[config.mk]
export PLATFORM = sky130hd
export DESIGN_NAME = msm_status
export DESIGN_NICKNAME = d
export VERILOG_FILES = /design/src/shared/msm_pkg.sv /design/src/logic/msm_status.sv
export VERILOG_INCLUDE_DIRS = /design/src /design/src/shared
export SDC_FILE = /design/constraint.sdc
export NUM_CORES = 1
export LEC_CHECK = 0
export BUFFER_PORTS_ARGS = -buffer_cell sky130_fd_sc_hd__buf_2
export CORE_MARGIN = 4
export CORE_UTILIZATION = 54
export CTS_BUF_LIST = sky130_fd_sc_hd__clkbuf_4 sky130_fd_sc_hd__clkbuf_8 sky130_fd_sc_hd__clkbuf_16
export CTS_CLUSTER_DIAMETER = 200
export DETAILED_ROUTE_END_ITERATION = 10
export PLACE_DENSITY = 0.85
export SYNTH_ARGS = -nofsm -noshare
export SYNTH_HDL_FRONTEND = slang
export SYNTH_SLANG_ARGS = --single-unit
[constraint.sdc]
create_clock -name clk -period 4.05 [get_ports clk]
set_input_delay 0.6075 -clock clk [delete_from_list [all_inputs] [get_ports clk]]
set_output_delay 0.6075 -clock clk [all_outputs]
set_load 0.03 [all_outputs]
[src/shared/msm_cfg.svh]
// Purpose: Offsets, bit positions and reset values of the MAC status block
// Assumes: Byte addresses on an 8-bit register address
// Notes: Alias select sits in address bits 3:2
`ifndef MSM_CFG_SVH
`define MSM_CFG_SVH
`define MSM_OFF_STATUS 4'h0
`define MSM_OFF_MIND 4'h1
`define MSM_OFF_CON1 4'h2
`define MSM_OFF_IEN 4'h3
`define MSM_OFF_RXST 4'h4
`define MSM_ALIAS_PLAIN 2'h0
`define MSM_ALIAS_CLR 2'h1
`define MSM_ALIAS_SET 2'h2
`define MSM_ALIAS_INV 2'h3
`define MSM_CNT_MAX 8'hff
`define MSM_CNT_ZERO 8'h00
`define MSM_CNT_ONE 8'h01
`define MSM_RST_CNT 8'h00
`define MSM_RST_WORD 32'h0000_0000
`define MSM_LO_HALF 32'h0000_ffff
`define MSM_HI_HALF 32'hffff_0000
`define MSM_ALL_LANES 32'hffff_ffff
`define MSM_STAT_CNT_LSB 16
`define MSM_STAT_BUSY 7
`define MSM_STAT_TRANSMIT_BUSY_FLAG 6
`define MSM_STAT_RECEIVE_BUSY_FLAG 5
`define MSM_MIND_LINK 3
`define MSM_MIND_NV 2
`define MSM_MIND_SCAN 1
`define MSM_MIND_BUSY 0
`define MSM_CON1_ON 15
`define MSM_CON1_AFC 7
`define MSM_CON1_DEC 0
`define MSM_IEN_PKT 6
`endif

[src/shared/msm_pkg.sv]
// Purpose: Types shared by the MAC status block
// Assumes: Constants come from msm_cfg.svh
// Notes: Access size follows the register port's size code
package msm_pkg;
  typedef enum logic [1:0] {sz_byte, sz_half, sz_word, sz_rsv} msm_size_e;

  typedef struct packed {
    logic wr;
    logic rd;
    msm_size_e size;
    logic [7:0] addr;
    logic [31:0] wdata;
  } msm_req_s;

  typedef struct packed {
    logic pkt_done;
    logic [7:0] desc_used;
    logic tx_active;
    logic rx_active;
    logic txn_pending;
  } msm_rx_s;

  typedef struct packed {
    logic busy;
    logic scan;
    logic rd_start;
    logic rd_done;
    logic rd_phy_stat;
    logic link_fail;
  } msm_mgmt_s;

  typedef struct packed {
    logic [7:0] cnt;
    logic on;
    logic afc;
    logic pkt_ie;
    logic link_fail;
    logic rd_pend;
    logic scan;
    logic mbusy;
    logic eth_busy;
    logic tx_busy;
    logic rx_busy;
    logic halt;
    logic pend;
    logic irq;
    logic rvalid;
    logic rd_mind;
    logic [31:0] rdata;
  } msm_state_s;
endpackage

[src/logic/msm_status.sv]
// Purpose: Buffer count, busy flags and management indicators of the MAC
// Assumes: All inputs synchronous to clk; one access per cycle
// Notes: Registers reached by a simple word/halfword port with aliases
//
// Notes on behaviour
// - Good packet adds its descriptor count
// - Increment at maximum stays at maximum
// - Decrement at zero stays at zero
// - Simultaneous increment and decrement keep count
// - Flow control on: halt receive at maximum
// - Flow control off: receive keeps running
// - Pending flag when count non-zero, gated interrupt
// - Descriptor start address write clears count
// - Switching off keeps the count
// - Module busy while on or finishing
// - Tx/Rx busy follow activity, cleared when off
// - Link fail from last PHY status read
// - Read not valid from start to completion
// - Scan flag while scan operation runs
// - Management busy during read or write cycle
// - Halfword and word accesses only, bytes ignored
// - Unused indicator bits read zero
`include "msm_cfg.svh"

module msm_status (
  // Clock and reset
  input wire logic clk,
  input wire logic srst,
  // Register port
  input wire msm_pkg::msm_req_s req,
  output logic [31:0] rdata,
  output logic rvalid,
  // Receive and transmit engines
  input wire msm_pkg::msm_rx_s rx,
  // Management engine
  input wire msm_pkg::msm_mgmt_s mgmt,
  // Status towards the datapath
  output logic module_on,
  output logic rx_halt,
  output logic packet_pending_flag,
  output logic packet_pending_irq
);

  msm_pkg::msm_state_s q;
  msm_pkg::msm_state_s next_q;

  logic acc_ok;
  logic wr_ok;
  logic [3:0] base;
  logic [1:0] alias_sel;
  logic [31:0] lane_mask;
  logic [31:0] con1_word;
  logic [31:0] con1_new;
  logic [31:0] ien_word;
  logic [31:0] ien_new;
  logic [31:0] mind_word;
  logic [31:0] mind_new;
  logic [31:0] stat_word;
  logic dec_strobe;
  logic rxst_wr;
  logic inc;
  logic [8:0] sum;

  // Alias write: plain, clear, set or invert under the lane mask
  function automatic logic [31:0] apply_alias(
    input logic [31:0] old,
    input logic [31:0] wd,
    input logic [31:0] mask,
    input logic [1:0] sel
  );
    logic [31:0] m;
    m = wd & mask;
    case (sel)
      `MSM_ALIAS_CLR: apply_alias = old & ~m;
      `MSM_ALIAS_SET: apply_alias = old | m;
      `MSM_ALIAS_INV: apply_alias = old ^ m;
      default: apply_alias = (old & ~mask) | m;
    endcase
  endfunction

  // Address decode and access size
  always_comb begin
    base = req.addr[7:4];
    alias_sel = req.addr[3:2];
    acc_ok = (req.size == msm_pkg::sz_half) || (req.size == msm_pkg::sz_word);
    wr_ok = req.wr && acc_ok;
    if (req.size == msm_pkg::sz_half) begin
      lane_mask = req.addr[1] ? `MSM_HI_HALF : `MSM_LO_HALF;
    end else begin
      lane_mask = `MSM_ALL_LANES;
    end
  end

  // Current register images
  always_comb begin
    stat_word = `MSM_RST_WORD;
    stat_word[`MSM_STAT_CNT_LSB +: 8] = q.cnt;
    stat_word[`MSM_STAT_BUSY] = q.eth_busy;
    stat_word[`MSM_STAT_TRANSMIT_BUSY_FLAG] = q.tx_busy;
    stat_word[`MSM_STAT_RECEIVE_BUSY_FLAG] = q.rx_busy;
    mind_word = `MSM_RST_WORD;
    mind_word[`MSM_MIND_LINK] = q.link_fail;
    mind_word[`MSM_MIND_NV] = q.rd_pend;
    mind_word[`MSM_MIND_SCAN] = q.scan;
    mind_word[`MSM_MIND_BUSY] = q.mbusy;
    con1_word = `MSM_RST_WORD;
    con1_word[`MSM_CON1_ON] = q.on;
    con1_word[`MSM_CON1_AFC] = q.afc;
    ien_word = `MSM_RST_WORD;
    ien_word[`MSM_IEN_PKT] = q.pkt_ie;
  end

  // Writes through the aliases
  always_comb begin
    con1_new = con1_word;
    ien_new = ien_word;
    mind_new = mind_word;
    rxst_wr = 1'b0;
    if (wr_ok) begin
      case (base)
        `MSM_OFF_CON1: con1_new = apply_alias(con1_word, req.wdata, lane_mask, alias_sel);
        `MSM_OFF_IEN: ien_new = apply_alias(ien_word, req.wdata, lane_mask, alias_sel);
        `MSM_OFF_MIND: mind_new = apply_alias(mind_word, req.wdata, lane_mask, alias_sel);
        `MSM_OFF_RXST: rxst_wr = 1'b1;
        default: rxst_wr = 1'b0;
      endcase
    end
    // Stored decrement bit is always zero, so any alias that yields one fires
    dec_strobe = con1_new[`MSM_CON1_DEC];
  end

  // State update
  always_comb begin
    next_q = q;
    inc = rx.pkt_done;
    sum = {1'b0, q.cnt} + {1'b0, rx.desc_used};
    next_q.on = con1_new[`MSM_CON1_ON];
    next_q.afc = con1_new[`MSM_CON1_AFC];
    next_q.pkt_ie = ien_new[`MSM_IEN_PKT];
    next_q.link_fail = mind_new[`MSM_MIND_LINK];

    // Buffer count; module off does not touch it
    if (rxst_wr) begin
      next_q.cnt = `MSM_CNT_ZERO;
    end else if (inc && dec_strobe) begin
      next_q.cnt = q.cnt;
    end else if (inc) begin
      next_q.cnt = sum[8] ? `MSM_CNT_MAX : sum[7:0];
    end else if (dec_strobe) begin
      if (q.cnt != `MSM_CNT_ZERO) begin
        next_q.cnt = q.cnt - `MSM_CNT_ONE;
      end
    end

    // Halt only with flow control; otherwise count just saturates
    next_q.halt = next_q.afc && (next_q.cnt == `MSM_CNT_MAX);
    next_q.pend = (next_q.cnt != `MSM_CNT_ZERO);
    next_q.irq = next_q.pend && next_q.pkt_ie;

    // Busy flags
    next_q.eth_busy = next_q.on || rx.txn_pending;
    next_q.tx_busy = next_q.on && rx.tx_active;
    next_q.rx_busy = next_q.on && rx.rx_active;

    // Management indicators; hardware events win over software writes
    if (mgmt.rd_done && mgmt.rd_phy_stat) begin
      next_q.link_fail = mgmt.link_fail;
    end
    if (mgmt.rd_start) begin
      next_q.rd_pend = 1'b1;
    end else if (mgmt.rd_done) begin
      next_q.rd_pend = 1'b0;
    end else begin
      next_q.rd_pend = mind_new[`MSM_MIND_NV];
    end
    next_q.scan = mgmt.scan;
    next_q.mbusy = mgmt.busy;

    // Read answer one cycle later; byte reads get no answer
    next_q.rvalid = req.rd && acc_ok;
    next_q.rd_mind = 1'b0;
    next_q.rdata = q.rdata;
    if (req.rd && acc_ok) begin
      case (base)
        `MSM_OFF_STATUS: next_q.rdata = stat_word;
        `MSM_OFF_MIND: begin
          next_q.rdata = mind_word;
          next_q.rd_mind = 1'b1;
        end
        `MSM_OFF_CON1: next_q.rdata = con1_word;
        `MSM_OFF_IEN: next_q.rdata = ien_word;
        default: next_q.rdata = `MSM_RST_WORD;
      endcase
    end
  end

  always_ff @(posedge clk) begin
    if (srst) begin
      q <= '0;
      q.cnt <= `MSM_RST_CNT;
      q.rdata <= `MSM_RST_WORD;
    end else begin
      q <= next_q;
    end
  end

  assign rdata = q.rdata;
  assign rvalid = q.rvalid;
  assign module_on = q.on;
  assign rx_halt = q.halt;
  assign packet_pending_flag = q.pend;
  assign packet_pending_irq = q.irq;

  logic con1_set_wr;
  logic ien_set_wr;
  assign con1_set_wr = wr_ok && (base == `MSM_OFF_CON1);
  assign ien_set_wr = wr_ok && (base == `MSM_OFF_IEN) && (alias_sel == `MSM_ALIAS_SET)
    && lane_mask[`MSM_IEN_PKT] && req.wdata[`MSM_IEN_PKT];
endmodule

==> out/metrics.cfg <==
[worst_setup_path]
crit_path_end = packet_pending_flag$_SDFF_PP0_
crit_path_start_kind = flip-flop
path_max_fanout = 6
cp.required_ps = 4200
worstPathArrival_ps = 3250
crit_type = flip-flop to flip-flop
timing.rr.start = q[47]$_SDFF_PP0_
crit_path_end_kind = flip-flop
ff2ff_path_depth = 9
r2r-end = packet_pending_flag$_SDFF_PP0_
ff2ff_setup_slack_ps = 950
cp-startpoint = q[47]$_SDFF_PP0_

[global_routing]
grt_pass1_vias = 2230
grt_max_degree = 35
antenna_found_initial = 0
grt_pass1_wl_mm = 10.54
grt_remaining_overflow = 0
grt_use_total_pct = 21.15

[timing]
tns_ps = 0
skew_ps = 5.670
fmaxAchievable_mhz = 322.1
post-route-period-util_pct = 76.65
slew_violations = 0
worst_slew_pin_slew_ps = 801.8
rsz0062_at_grt = false
hold_viol = 0
slew_headroom_pct = 46.55
hold_slack_ps = 466.8
setup_viol = 0
post-route-min-period_ps = 3104

[cts]
max-clock-path-buffers = 2
hold_buffers = 0
clock_insertion_delay_worst_skew_ps = 290
clockRootBuffer = clkbuf_8
cts_tree = yes
cts_made_buffers = 5
path_clk_slew_ps = 80
cts.sinks = 38
ctsResizeCount = 0
post_cts.repair.setup_buffers = 0
htreeDepth = 2

[synthesis]
synth-xor-area-share_pct = 1.953
synth_fa_ha_area_share_pct = 9.112
synth_cell_type_count = 67
yosysSeqAreaShare_pct = 28.27
yosys.area_share.simple_pct = 23.34
netlist.area_leader.share_pct = 28.27
ys_seq_elements = 38
synth_mux_area_share_pct = 3.487
synth_top_family_by_area = simple AND/OR/NAND/NOR gates
synth_compound_area_share_pct = 21.29
synth_edf_count = 0
synth_ff_type = dfxtp_1
syn_area_per_cell_sq_um = 8.332
synth_area_leaders = dfxtp_1 28%, buf_4 8.9%, ha_1 8.4%
yosys.area.top_type = dfxtp_1
netlist_area_sq_um = 2691
async_flop_share_pct = 0
postSynthCellCount = 323
yosysWarnings = 0

[route]
first_iter_violations = 225
wl_per_cell_um = 14.96
vias_per_cell = 5.752
firstDrtPassIters = 6
drt-total-wl_mm = 6.388
vias = 2456
drc = 0
antenna_left = 0

[pwr]
seqPwrFrac_pct = 37.8
p_comb_share_pct = 26.8
powerDensity_nw_per_um2 = 370.9
p_switching_w = 0.0003521
swShare_pct = 31.89
p_leak_nw = 1.301
pwr-share-clk_pct = 35.4
peakVddDrop_mv = 0.2041
internal_power_w = 0.0007519

[die]
die_width_um = 78.60
start_util_pct = 56.24
die_area_sq_um = 6177
rows = 25
pin_count = 101
die_h_um = 78.60
core_area_sq_um = 4786

[layout]
syn_to_final_growth_pct = 10.60
seqCellArea_sq_um = 760.7
drive_above_1_share_pct = 23.61
diodes = 0
multi_input_area_sq_um = 1653
nets = 442
fill_cells = 422

[hold_path]
min_path_type = flip-flop to flip-flop

[flow_run]
max_cap_violations = 0

[run_status]
status = finished, final reports clean

[place]
place_hpwl_mm = 4.804
gp_congestion = 0.8756
port_buffers = 57

## area by class of cell
type	count	share of cell area, %
timing repair buffer	59	10.09
clock inverter	3	2.312
sequential	38	25.56
inverter	11	1.387
tap	67	2.816
multi-input combinational	244	55.53
clock buffer	5	2.312
## cell usage after synthesis (2+ instances only)
cell      count
a21oi_1      16
a22oi_1      14
buf_2         3
a211oi_1      2
nand2_1      22
nor3_1       12
nand2_2       2
nor2_1       40
and2_1        3
o21ai_0      10
ha_1         18
mux2i_1       6
clkbuf_1     10
nor4_1        2
nor4b_1       2
nand4_1       3
inv_1        11
and4_4        2
a221oi_1      4
xor2_1        3
xnor2_1       3
nand3_1       5
or3_1         2
nand2b_1      3
dfxtp_1      38
a31oi_1       3
o21a_1        4
a211o_1       2
nor2b_1       9
buf_4        32
## cell families after synthesis
family,count (synthesis)
xor gates and xnor gates,6
buffers and inverters,56
and+or+nand+nor,118
muxes,8
AOI/OAI and AO/OA,77
other,1
DFF,38
adders and majority gates,19
## worst max-delay path: stages, from the launching register on
cell and delay [ps]:
dfxtp_1 390, ha_1 240, fa_1 440, a211oi_2 200
nor2_1 90, and4_4 210, or2_0 340, o221a_1 350
a2111oi_1 520, a21oi_1 170
## through the flow
step                setup slack [ps]  area [sq um]  cells  total power [W]  utilization (%)
detailed placement             703.8          2839    419        0.0007135            59.32
CTS                            996.6          2977    427         0.001100            62.20
global placement               746.7          2839    419        0.0007012            59.32
finish                         945.5          2977    427         0.001104            62.20
global route                   809.6          2977    427         0.001156            62.20
floorplan                       1102          2748    338        0.0006541                -
## power groups by stage
stage / combinational [W] / clock [W] / sequential, W
finish: 0.000296 / 0.000391 / 0.000418
global route: 0.000327 / 0.000409 / 0.000420
CTS: 0.000292 / 0.000392 / 0.000416
detailed placement: 0.000288 / 0 / 0.000425
global placement: 0.000277 / 0 / 0.000424
floorplan: 0.000236 / 0 / 0.000418
## metal layers
layer | track usage (%) | wire [um] | share of wire (%) | up-vias
met3 | 4.358 | 428 | 6.7 | 18
met4 | 8.217 | 157 | 2.5 | 0
met1 | 28.77 | 2814 | 44 | 1146
met2 | 32.60 | 2987 | 47 | 100
li1 | - | - | - | 1192
met5 | 0 | 0 | 0 | -
## flip-flops by register name, summed over array words and instances, names as in the netlist
name                 flops
q                       11
packet_pending_flag      1
packet_pending_irq       1
module_on                1
rdata                   16
rx_halt                  1
ien_word                 1
con1_word                1
rvalid                   1
mind_word                4
## placed cells by master (no fill, tap or decap), drive strengths merged, types with 4 or more instances in the layout
cell type,instances
inv,11
nor2,40
a221oi,5
nand4,4
nor3,13
a21oi,17
conb,16
dfxtp,38
a22oi,14
clkbuf,5
ha,18
nor2b,9
nand2,24
buf,59
nand3,5
mux2i,6
o21ai,10
o21a,4
## worst min path at each step
stage	startpoint	to	slack [ps]	cells past startpoint
floorplan	mind_word[0]$_SDFF_PP0_	rdata[0]$_SDFFE_PP0P_	440	2
global placement	q[37]$_SDFF_PP0_	rdata[5]$_SDFFE_PP0P_	450	2
detailed placement	q[37]$_SDFF_PP0_	rdata[5]$_SDFFE_PP0P_	460	2
CTS	mind_word[0]$_SDFF_PP0_	rdata[0]$_SDFFE_PP0P_	480	2
global route	mind_word[0]$_SDFF_PP0_	rdata[0]$_SDFFE_PP0P_	480	2
finish	mind_word[0]$_SDFF_PP0_	rdata[0]$_SDFFE_PP0P_	470	2
No activity file was read; power rests on OpenSTA's default activity.
